`src/rtl/ocf_pkg.sv`:
```
// Purpose: Shared constants and types for the output channel fanout
// Assumes: 125 MHz aclk, AXI4-Lite register access
// Notes: Offsets are byte addresses of aligned 32-bit words
package ocf_pkg;
  localparam int unsigned OCF_UNITS = 8;
  localparam int unsigned OCF_CHAR_W = 8;
  localparam int unsigned OCF_CLK_MHZ = 125;
  // Alarm timeout and start-up hold-off, in their own units
  localparam int unsigned OCF_ALARM_MS = 227;
  localparam int unsigned OCF_HOLD_S = 4;
  localparam int unsigned OCF_ALARM_CYC = OCF_ALARM_MS * 1000 * OCF_CLK_MHZ;
  localparam longint unsigned OCF_HOLD_CYC = 64'(OCF_HOLD_S) * 1000000 * OCF_CLK_MHZ;
  localparam int unsigned OCF_CNT_W = 32;

  localparam logic [3:0] OCF_ADDR_CTRL = 4'h0;
  localparam logic [3:0] OCF_ADDR_STAT = 4'h4;
  localparam logic [3:0] OCF_ADDR_INT_STAT = 4'h8;
  localparam logic [3:0] OCF_ADDR_INT_MASK = 4'hc;

  // Control bits
  localparam int unsigned OCF_CTRL_TMR_RST = 0;
  localparam int unsigned OCF_CTRL_EXT = 1;
  localparam int unsigned OCF_CTRL_INIT = 2;
  // Event bits
  localparam int unsigned OCF_EV_ALARM = 0;
  localparam int unsigned OCF_EV_HOLD_DONE = 1;
  localparam int unsigned OCF_EV_ACK = 2;
  localparam int unsigned OCF_EV_W = 3;

  localparam logic [1:0] OCF_RESP_OKAY = 2'h0;
  localparam logic [1:0] OCF_RESP_SLVERR = 2'h2;

  typedef struct packed {
    logic [OCF_CHAR_W-1:0] data;
    logic [2:0] connect;
    logic load_ack;
    logic select;
  } ocf_master_type;

  typedef struct packed {
    logic [OCF_CHAR_W-1:0] data;
    logic [OCF_UNITS-1:0] load_ack;
    logic daily_init;
  } ocf_unit_out_type;
endpackage

```
`src/rtl/ocf_timer.sv`:
```
// Purpose: Restartable down-counter that flags expiry
// Assumes: restart has priority over counting
// Notes: Holds at zero once expired until restarted
`timescale 1ns/1ps
module ocf_timer
  import ocf_pkg::*;
#(
  parameter logic [OCF_CNT_W-1:0] COUNT = 32'h0000_0001
)
(
  // Clock and reset
  input wire logic aclk,
  input wire logic aresetn,
  // Control
  input wire logic enable,
  input wire logic restart,
  // Status
  output logic expired
);
  logic [OCF_CNT_W-1:0] cnt_q;
  logic [OCF_CNT_W-1:0] cnt_d;

  always_comb
  begin
    cnt_d = cnt_q;
    if (restart)
    begin
      cnt_d = COUNT;
    end
    else if (enable && cnt_q != '0)
    begin
      cnt_d = cnt_q - 1'b1;
    end
  end

  always_ff @(posedge aclk)
  begin
    if (!aresetn)
    begin
      cnt_q <= COUNT;
    end
    else
    begin
      cnt_q <= cnt_d;
    end
  end

  assign expired = enable && (cnt_q == '0);
endmodule

```
`src/rtl/ocf_fanout.sv`:
```
// Purpose: Output slave multiplexer between master multiplexer and eight serial output units
// Assumes: all pin inputs synchronous to aclk; registers over AXI4-Lite
// Notes: Alarm timer and start-up hold-off reach software as sticky interrupt events
// Notes on behaviour
// - Three connect bits form unit number 0 to 7 selecting one unit.
// - Load acknowledge reaches only the addressed unit, only while module selected.
// - Data-wanted requests of eight units merge into one request line.
// - Each request gated by connect decode before merging.
// - Merged request forwarded only while module select is asserted.
// - Outgoing character presented to all eight unit ports at once.
// - Daily init signal goes to all eight units together.
// - Alarm output and lamp raised after 227 ms without timer reset.
// - Extended variant holds transmission 4 seconds for printer motors.
//
// The AXI4-Lite register port and the address map were chosen for this implementation.
`timescale 1ns/1ps
module ocf_fanout
  import ocf_pkg::*;
#(
  parameter logic [OCF_CNT_W-1:0] ALARM_CYCLES = OCF_CNT_W'(OCF_ALARM_CYC),
  parameter logic [OCF_CNT_W-1:0] HOLD_CYCLES = OCF_CNT_W'(OCF_HOLD_CYC)
)
(
  // Clock and reset
  input wire logic aclk,
  input wire logic aresetn,
  // Master multiplexer side
  input wire ocf_master_type master_in,
  input wire logic timer_reset_pulse,
  input wire logic daily_init_in,
  output logic char_request,
  // Serial output unit side
  input wire logic [OCF_UNITS-1:0] unit_request,
  output ocf_unit_out_type unit_out,
  // Front panel and console
  input wire logic manual_reset,
  output logic alarm,
  output logic alarm_lamp,
  // AXI4-Lite slave
  input wire logic [3:0] s_axi_awaddr,
  input wire logic s_axi_awvalid,
  output logic s_axi_awready,
  input wire logic [31:0] s_axi_wdata,
  input wire logic [3:0] s_axi_wstrb,
  input wire logic s_axi_wvalid,
  output logic s_axi_wready,
  output logic [1:0] s_axi_bresp,
  output logic s_axi_bvalid,
  input wire logic s_axi_bready,
  input wire logic [3:0] s_axi_araddr,
  input wire logic s_axi_arvalid,
  output logic s_axi_arready,
  output logic [31:0] s_axi_rdata,
  output logic [1:0] s_axi_rresp,
  output logic s_axi_rvalid,
  input wire logic s_axi_rready,
  // Interrupt
  output logic irq
);
  // ----------------------------------------------------------------
  // Register state
  // ----------------------------------------------------------------
  logic ext_q, ext_d;
  logic [OCF_EV_W-1:0] int_stat_q, int_stat_d;
  logic [OCF_EV_W-1:0] int_mask_q, int_mask_d;
  logic aw_got_q, aw_got_d;
  logic w_got_q, w_got_d;
  logic [3:0] awaddr_q, awaddr_d;
  logic [31:0] wdata_q, wdata_d;
  logic [3:0] wstrb_q, wstrb_d;
  logic bvalid_q, bvalid_d;
  logic [1:0] bresp_q, bresp_d;
  logic rvalid_q, rvalid_d;
  logic [31:0] rdata_q, rdata_d;
  logic [1:0] rresp_q, rresp_d;
  logic sw_tmr_rst, sw_init;

  // ----------------------------------------------------------------
  // Routing and fan-in
  // ----------------------------------------------------------------
  logic [OCF_UNITS-1:0] unit_sel;
  logic hold_active;
  logic hold_expired;
  logic alarm_expired;
  logic hold_run_q, hold_run_d;
  logic alarm_q, alarm_d;
  ocf_unit_out_type unit_out_q, unit_out_d;
  logic init_any;
  logic timer_restart;

  assign unit_sel = OCF_UNITS'(1) << master_in.connect;
  assign init_any = daily_init_in | sw_init;
  assign hold_active = ext_q && hold_run_q && !hold_expired;

  always_comb
  begin
    unit_out_d = unit_out_q;
    unit_out_d.data = master_in.data;
    unit_out_d.daily_init = init_any;
    unit_out_d.load_ack = (master_in.select && master_in.load_ack) ? unit_sel : '0;
  end

  // Unit request presumed to rise again after its character is sent
  always_comb
  begin
    char_request = master_in.select && !hold_active && |(unit_request & unit_sel);
  end

  always_ff @(posedge aclk)
  begin
    if (!aresetn)
    begin
      unit_out_q <= '0;
    end
    else
    begin
      unit_out_q <= unit_out_d;
    end
  end
  assign unit_out = unit_out_q;

  // ----------------------------------------------------------------
  // Alarm timer and start-up hold-off
  // ----------------------------------------------------------------
  assign timer_restart = timer_reset_pulse | manual_reset | sw_tmr_rst;

  ocf_timer #(
    .COUNT(ALARM_CYCLES)
  ) u_alarm_timer (
    .aclk(aclk),
    .aresetn(aresetn),
    .enable(1'b1),
    .restart(timer_restart),
    .expired(alarm_expired)
  );

  ocf_timer #(
    .COUNT(HOLD_CYCLES)
  ) u_hold_timer (
    .aclk(aclk),
    .aresetn(aresetn),
    .enable(hold_run_q),
    .restart(init_any),
    .expired(hold_expired)
  );

  always_comb
  begin
    alarm_d = alarm_q;
    hold_run_d = hold_run_q;
    if (timer_restart)
    begin
      alarm_d = 1'b0;
    end
    else if (alarm_expired)
    begin
      alarm_d = 1'b1;
    end
    if (init_any && ext_q)
    begin
      hold_run_d = 1'b1;
    end
    else if (hold_expired)
    begin
      hold_run_d = 1'b0;
    end
  end

  always_ff @(posedge aclk)
  begin
    if (!aresetn)
    begin
      alarm_q <= 1'b0;
      hold_run_q <= 1'b0;
    end
    else
    begin
      alarm_q <= alarm_d;
      hold_run_q <= hold_run_d;
    end
  end
  assign alarm = alarm_q;
  assign alarm_lamp = alarm_q;

  // ----------------------------------------------------------------
  // AXI4-Lite slave
  // ----------------------------------------------------------------
  logic wr_fire;
  logic rd_fire;
  logic [OCF_EV_W-1:0] events;

  assign s_axi_awready = !aw_got_q && !bvalid_q;
  assign s_axi_wready = !w_got_q && !bvalid_q;
  assign s_axi_arready = !rvalid_q;
  assign wr_fire = aw_got_q && w_got_q && !bvalid_q;
  assign rd_fire = s_axi_arvalid && s_axi_arready;
  assign sw_tmr_rst = wr_fire && awaddr_q == OCF_ADDR_CTRL && wstrb_q[0] && wdata_q[OCF_CTRL_TMR_RST];
  assign sw_init = wr_fire && awaddr_q == OCF_ADDR_CTRL && wstrb_q[0] && wdata_q[OCF_CTRL_INIT];

  always_comb
  begin
    events = '0;
    events[OCF_EV_ALARM] = alarm_expired && !alarm_q && !timer_restart;
    events[OCF_EV_HOLD_DONE] = hold_run_q && hold_expired;
    events[OCF_EV_ACK] = master_in.select && master_in.load_ack;
  end

  always_comb
  begin
    aw_got_d = aw_got_q;
    w_got_d = w_got_q;
    awaddr_d = awaddr_q;
    wdata_d = wdata_q;
    wstrb_d = wstrb_q;
    bvalid_d = bvalid_q;
    bresp_d = bresp_q;
    rvalid_d = rvalid_q;
    rdata_d = rdata_q;
    rresp_d = rresp_q;
    ext_d = ext_q;
    int_mask_d = int_mask_q;
    int_stat_d = int_stat_q;
    if (s_axi_awvalid && s_axi_awready)
    begin
      aw_got_d = 1'b1;
      awaddr_d = s_axi_awaddr;
    end
    if (s_axi_wvalid && s_axi_wready)
    begin
      w_got_d = 1'b1;
      wdata_d = s_axi_wdata;
      wstrb_d = s_axi_wstrb;
    end
    if (wr_fire)
    begin
      aw_got_d = 1'b0;
      w_got_d = 1'b0;
      bvalid_d = 1'b1;
      bresp_d = OCF_RESP_OKAY;
      unique case (awaddr_q)
        OCF_ADDR_CTRL:
        begin
          if (wstrb_q[0])
          begin
            ext_d = wdata_q[OCF_CTRL_EXT];
          end
        end
        OCF_ADDR_STAT:
        begin
        end
        OCF_ADDR_INT_STAT:
        begin
          if (wstrb_q[0])
          begin
            int_stat_d = int_stat_q & ~wdata_q[OCF_EV_W-1:0];
          end
        end
        OCF_ADDR_INT_MASK:
        begin
          if (wstrb_q[0])
          begin
            int_mask_d = wdata_q[OCF_EV_W-1:0];
          end
        end
        default:
        begin
          bresp_d = OCF_RESP_SLVERR;
        end
      endcase
    end
    // Set wins over a same-cycle clear
    int_stat_d = int_stat_d | events;
    if (bvalid_q && s_axi_bready)
    begin
      bvalid_d = 1'b0;
    end
    if (rd_fire)
    begin
      rvalid_d = 1'b1;
      rresp_d = OCF_RESP_OKAY;
      rdata_d = '0;
      unique case (s_axi_araddr)
        OCF_ADDR_CTRL:
        begin
          rdata_d[OCF_CTRL_EXT] = ext_q;
        end
        OCF_ADDR_STAT:
        begin
          rdata_d = {18'h0_0000, hold_active, alarm_q, unit_request, master_in.connect, master_in.select};
        end
        OCF_ADDR_INT_STAT:
        begin
          rdata_d[OCF_EV_W-1:0] = int_stat_q;
        end
        OCF_ADDR_INT_MASK:
        begin
          rdata_d[OCF_EV_W-1:0] = int_mask_q;
        end
        default:
        begin
          rresp_d = OCF_RESP_SLVERR;
        end
      endcase
    end
    else if (rvalid_q && s_axi_rready)
    begin
      rvalid_d = 1'b0;
    end
  end

  always_ff @(posedge aclk)
  begin
    if (!aresetn)
    begin
      aw_got_q <= 1'b0;
      w_got_q <= 1'b0;
      awaddr_q <= '0;
      wdata_q <= '0;
      wstrb_q <= '0;
      bvalid_q <= 1'b0;
      bresp_q <= OCF_RESP_OKAY;
      rvalid_q <= 1'b0;
      rdata_q <= '0;
      rresp_q <= OCF_RESP_OKAY;
      ext_q <= 1'b0;
      int_mask_q <= '0;
      int_stat_q <= '0;
    end
    else
    begin
      aw_got_q <= aw_got_d;
      w_got_q <= w_got_d;
      awaddr_q <= awaddr_d;
      wdata_q <= wdata_d;
      wstrb_q <= wstrb_d;
      bvalid_q <= bvalid_d;
      bresp_q <= bresp_d;
      rvalid_q <= rvalid_d;
      rdata_q <= rdata_d;
      rresp_q <= rresp_d;
      ext_q <= ext_d;
      int_mask_q <= int_mask_d;
      int_stat_q <= int_stat_d;
    end
  end

  assign s_axi_bvalid = bvalid_q;
  assign s_axi_bresp = bresp_q;
  assign s_axi_rvalid = rvalid_q;
  assign s_axi_rdata = rdata_q;
  assign s_axi_rresp = rresp_q;
  assign irq = |(int_stat_q & int_mask_q);
endmodule

```
`config.mk`:
```
export PLATFORM = sky130hd
export DESIGN_NAME = ocf_fanout
export DESIGN_NICKNAME = d
export VERILOG_FILES = /design/src/rtl/ocf_pkg.sv /design/src/rtl/ocf_timer.sv /design/src/rtl/ocf_fanout.sv
export SDC_FILE = /design/constraint.sdc
export NUM_CORES = 1
export LEC_CHECK = 0
export BUFFER_PORTS_ARGS = -buffer_cell sky130_fd_sc_hd__buf_4
export CAP_MARGIN = 20
export CORE_ASPECT_RATIO = 0.9
export CORE_UTILIZATION = 40
export CTS_CLUSTER_SIZE = 14
export DETAILED_ROUTE_END_ITERATION = 10
export PLACE_DENSITY_LB_ADDON = 0.25
export SYNTH_ARGS = -nofsm -noshare
export SYNTH_HDL_FRONTEND = slang
export SYNTH_HIERARCHICAL = 1
export SYNTH_SLANG_ARGS = --single-unit
```
`constraint.sdc`:
```
create_clock -name aclk -period 2.6 [get_ports aclk]
set_input_delay 0.13 -clock aclk [delete_from_list [all_inputs] [get_ports aclk]]
set_output_delay 0.13 -clock aclk [all_outputs]
set_load 0.03 [all_outputs]
```
==> Word-level counts from Yosys, hierarchy flattened <==
Index checks and enable logic that the tools add are counted.
{ "op_classes": {"add_sub_neg": 2, "n_mul": 0, "div_mod_pow": 0, "n_lt_le_gt_ge": 0, "n_eq_ne": 6, "n_shift": 1, "muxes": 13, "bitwise_logic": 9, "n_reduce_logical": 51} }
{ "ops": {"columns": ["op", "n"], "rows": [
  ["logical NOT 32 bit", 2],
  ["nonzero test 32 bit", 2],
  ["subtractor 32 x 1 -> 32 bit (second input constant)", 2],
  ["logical AND 1 bit", 24],
  ["== test 4 bit (second input constant)", 4],
  ["2-to-1 mux 11 bit", 1],
  ["2-to-1 mux 3 bit", 3],
  ["bitwise AND 8 bit", 1],
  ["== test 4 x 3 -> 1 bit (second input constant)", 2],
  ["logical NOT 1 bit", 8],
  ["logical NOT 4 bit", 2],
  ["OR reduction 2 bit", 4],
  ["OR reduction 4 bit", 2],
  ["OR reduction 8 bit", 1],
  ["left shift 1 x 3 -> 8 bit (first input constant)", 1],
  ["bitwise AND 3 bit", 2],
  ["one-hot mux 1 bit (3 select lines)", 2],
  ["AND reduction 3 bit", 2],
  ["2-to-1 mux 1 bit", 4],
  ["2-to-1 mux 2 bit", 2],
  ["one-hot mux 1 bit (4 select lines)", 1],
  ["nonzero test 2 bit", 2],
  ["NOT 3 bit", 1],
  ["OR 1 bit", 3],
  ["other kinds (4)", 4]
]} }
{ "word_totals": {"reg_bits": 138, "latch_bits": 0, "ramBits": 0, "mem_bits_ro": 0, "in_bits": 75, "out_inout_bits": 62, "word_cells": 102, "n_memories": 0} }

==> Logic depth before layout (Yosys ltp) <==
{ "logic_depth": {"ltp_word": 9, "depth_mapped": 9, "mapped_depth_nobuf": 9} }

==> By module <==
The synthesis kept the hierarchy.
{ "by_module_without_submodules": {"columns": ["mod", "instances", "cells_each", "area_per_inst_um2"], "rows": [
  ["ocf_fanout", 1, 240, 2336.0],
  ["ocf_timer (u_hold_timer)", 1, 201, 1696.6],
  ["ocf_timer (u_alarm_timer)", 1, 207, 1686.6]
]} }

==> Worst setup path after synthesis <==
Ideal clock, no wire load.
{ "synth_timing": {"kind": "register to output", "start": "register u_hold_timer.cnt_q[20]", "end": "output char_request", "arrival_time_ps": 2400, "slack_ps": 70, "stages_incl_launch_ff": 8, "n_path_buf": 0, "path_cell_list": "dfxtp_1 or4_4 nor4_1 nand3_1 nor2_1 nor2b_1 nand2_1 and3_1"} }
{ "synth_via": {"elab_chain_cells": 7} }
{ "synth_rtl": {"columns": ["element", "line", "source"], "rows": [
  ["start: declaration", "ocf_timer.sv:20", "logic [OCF_CNT_W-1:0] cnt_q;"],
  ["start signal: assignment", "ocf_timer.sv:44", "cnt_q <= cnt_d;"],
  ["logical NOT 32 bit", "ocf_timer.sv:48", "assign expired = enable && (cnt_q == '0);"],
  ["logical AND 1 bit", "ocf_timer.sv:48", null],
  ["via hold_expired", "ocf_fanout.sv:83", "logic hold_expired;"],
  ["logical NOT 1 bit", "ocf_fanout.sv:93", "assign hold_active = ext_q && hold_run_q && !hold_expired;"],
  ["logical AND 1 bit", "ocf_fanout.sv:93", null],
  ["logical NOT 1 bit", "ocf_fanout.sv:106", "char_request = master_in.select && !hold_active && |(unit_request & unit_sel);"],
  ["logical AND 1 bit (2 in a row)", "ocf_fanout.sv:106", null],
  ["end: declaration", "ocf_fanout.sv:31", "output logic char_request,"]
]} }
The timed path passes the listed nets, and every way through them passes these cells.

==> Worst setup path in the final report <==
{ "layout_timing": {"start": "register u_hold_timer.cnt_q[23]", "end": "output char_request"} }
The elaborated chain is that of the path after synthesis.

==> reports/qor.csv <==
metric;value;unit
outcome;finished clean;
P_leak;0.00279;uW
WP data required;2.47;ns
CP cell instances;or4_4 -> nor4_4 -> nand3_2 -> nor2_4 -> nor2b_4 -> nand2_2 -> and3_4 -> buf_6;
final core occ;53.5;%
count of input and output buffers;84;
Yosys warning count;6;
Via Count;5198;
Area Growth Syn to Fin;31.0;%
PD cells;594;nW/um^2
Clock transition at path regs;0.05;ns
worst vdd ir;0.420;mV
Sequential Power Share;41.8;%
post-synthesis cell area;5720;sq um
Slew @ Worst Pin;0.623;ns
Final setup violation count;0;
Async SR Flop Fraction;0;%
initial antenna violation count;0;
HPWL Detailed;9680;um
critical path class;register to output pin;
TritonCTS clock tree;built;
Starting Density;40.8;%
ANT cells;0;
total grt overflow;0;
Pwr Total;4450;uW
number of CTS-inserted buffers;17;
Die Span Y;115;um
Mapped Cells;648;
Slew HR;58.1;%
share of cells above drive strength 1;22.6;%
I/O pins;137;
unrepaired setup endpoints after global routing;yes;
CP max stage cell;or4_4;
vias in the first global route;4904;
CTS H-tree depth;4;
largest net degree at the start of global routing;51;
Worst Skew;0.00955;ns
Die W;128;um
Post-synth top flop;dfxtp_1;
Final Max Tran Viols;0;
Routed Antenna Nets;0;
drt via density;5.28;
P_int;3480;uW
Hold Vio Cnt, Final;0;
Synth cell types;76;
Root Driver;clkbuf_16;
commonest cells after routing, fill and taps aside;dfxtp_1 (116), buf_4 (111), nor2_1 (49);
crit end category;output pin;
average size of a mapped cell;8.83;sq um
die area;14800;sq um
Clk pwr share;50.1;%
fmax;387;MHz
Sw Share;22.0;%
Worst Path Arrival;2.46;ns
Max Cap Viol;0;
Total Wirelength;13900;um
min cycle time layout;2.59;ns
first-pass GRT wire length;23100;um
Core ar.;14000;sq um
Post-synth EDFFs;0;
Setup crit start kind;register;
Worst Path Max Fanout;4;
P_sw;979;uW
routed len/inst;14.2;um
First-pass DRT Iterations;5;
Logic pwr share;8.1;%
drt drc;0;
Num Clock Sinks;118;
Worst path max stage delay;0.58;ns
post-synthesis sequential area ratio;41.3;%
GPL Wtd Cong;0.821;
fin nets;860;
Hold WC Path Type;primary input to register;
worst-case clock buffer depth;2;
Clk Latency, worst-skew pair;0.41;ns
Tot GR Track Use;19.6;%
fin crit share;99.5;%
Rows;41;
leading cell type in the layout, fill and taps excluded;dfxtp_1;
Yosys reg bits;118;
number of DRC markers in iteration 0;265;
cell type report:
cell class | count | area [sq um]
clock inverters | 5 | 75.1
multi-input cells | 491 | 3150
inverters | 15 | 56.3
well taps | 193 | 241
clock buffers | 22 | 484
repair buffers | 140 | 1130
flip-flops and latches | 118 | 2360
fillers | 1224 | 6510
logic make-up (layout without fill, tap and decap cells):
kind of cell	Yosys count	in the layout	share of synthesized area [%]
mux	15	15	2.91
compound gates	126	126	15.0
flops	118	118	41.3
simple gates	305	305	31.4
xor+xnor	17	17	2.60
fa+ha+maj	2	2	0.437
other cells	2	26	0.131
buf+inv	63	182	6.23
registers in the layout (all words and copies together) (netlist names), 3 cells and up:
name,flops
unit_out,17
s_axi_rdata,14
u_hold_timer/cnt_q,32
u_alarm_timer/cnt_q,32
int_mask_q,3
int_stat_q,3
awaddr_q,4
wdata_q,3
cell usage after synthesis, types with 3 or more instances:
cell type | number | area [sq um]
nor2b_1 | 36 | 225
xor2_1 | 6 | 52.6
buf_4 | 23 | 173
nand3_1 | 21 | 105
or2_2 | 5 | 31.3
o211a_1 | 3 | 30.0
and3_1 | 7 | 43.8
a211oi_1 | 7 | 52.6
nor4b_1 | 3 | 26.3
o21ai_0 | 18 | 90.1
xnor2_1 | 11 | 96.3
nand4_1 | 13 | 81.3
a21oi_1 | 31 | 155
nand2_1 | 47 | 176
clkbuf_1 | 14 | 52.6
nand3b_1 | 3 | 22.5
and4_1 | 6 | 52.6
nor4_1 | 20 | 125
mux2_2 | 3 | 33.8
or4_1 | 18 | 135
a31oi_1 | 10 | 62.6
buf_2 | 7 | 35.0
nor2_1 | 51 | 191
o31ai_1 | 15 | 113
and2_1 | 14 | 87.6
o21a_1 | 3 | 22.5
a21boi_0 | 3 | 22.5
dfxtp_1 | 118 | 2360
o211ai_1 | 4 | 30.0
nor3b_1 | 3 | 22.5
inv_1 | 15 | 56.3
or3_1 | 16 | 100
or4_4 | 4 | 45.0
mux2i_1 | 11 | 110
nor3_1 | 9 | 45.0
nand2b_1 | 9 | 56.3
a22oi_1 | 12 | 90.1
repair_timing:
item,4_1_cts,5_1_grt
endpoints found under the hold margin,25,0
pin swaps,1,5
buffers inserted,0,2
hold buffers,27,0
endpoints found under the setup margin,1,1
resized for setup,6,10
per-stage QoR:
step | area, sq um | setup slack (ns) | hold WS, ns | instances | setup TNS, ns
floorplan | 5810 | 0.0697 | 0.257 | 672 | 0
global placement | 6580 | 0.228 | 0.338 | 927 | 0
detailed placement | 6590 | 0.186 | 0.344 | 928 | 0
CTS | 7450 | 0.0205 | 0.00638 | 982 | 0
global route | 7490 | -0.0622 | 0.0196 | 984 | -0.0622
finish | 7490 | 0.0132 | 0.0158 | 984 | 0
final timing paths:
path,from,end,slack [ns],cells past startpoint
min,master_in[1],int_stat_q[2],0.02,3
max,u_hold_timer/cnt_q[23],char_request,0.01,8
min reg2reg,u_alarm_timer/cnt_q[25],u_alarm_timer/cnt_q[25],0.48,2
max reg2reg,u_alarm_timer/cnt_q[4],u_alarm_timer/cnt_q[29],0.18,5
power by group through the flow:
| stage | clock (uW) | sequential [uW] | combinational (uW) |
|---|---|---|---|
| 3_5_place_dp | 0 | 1900 | 325 |
| 6_report | 2230 | 1860 | 361 |
| 5_1_grt | 2360 | 1860 | 390 |
| 3_3_place_gp | 0 | 1900 | 318 |
| 4_1_cts | 2270 | 1860 | 358 |
| 2_1_floorplan | 0 | 1920 | 201 |
critical path, delay by kind of cell (launching register included):
family / cells / cell delay [ns]
buffers and inverters: 1 / 0.12
and+or+nand+nor: 7 / 1.59
DFF: 1 / 0.33
metal layers:
| metal | part of all wire [%] | wire, um | vias to the layer above | GRT usage [%] |
|---|---|---|---|---|
| met5 | 0 | 0 | - | 0 |
| met3 | 5.6 | 781 | 14 | 6.14 |
| met2 | 48 | 6680 | 149 | 32.7 |
| met4 | 1.3 | 179 | 0 | 7.69 |
| met1 | 45 | 6280 | 2439 | 23.5 |
| li1 | - | - | 2596 | - |
Power figures use the tool's default switching activity.
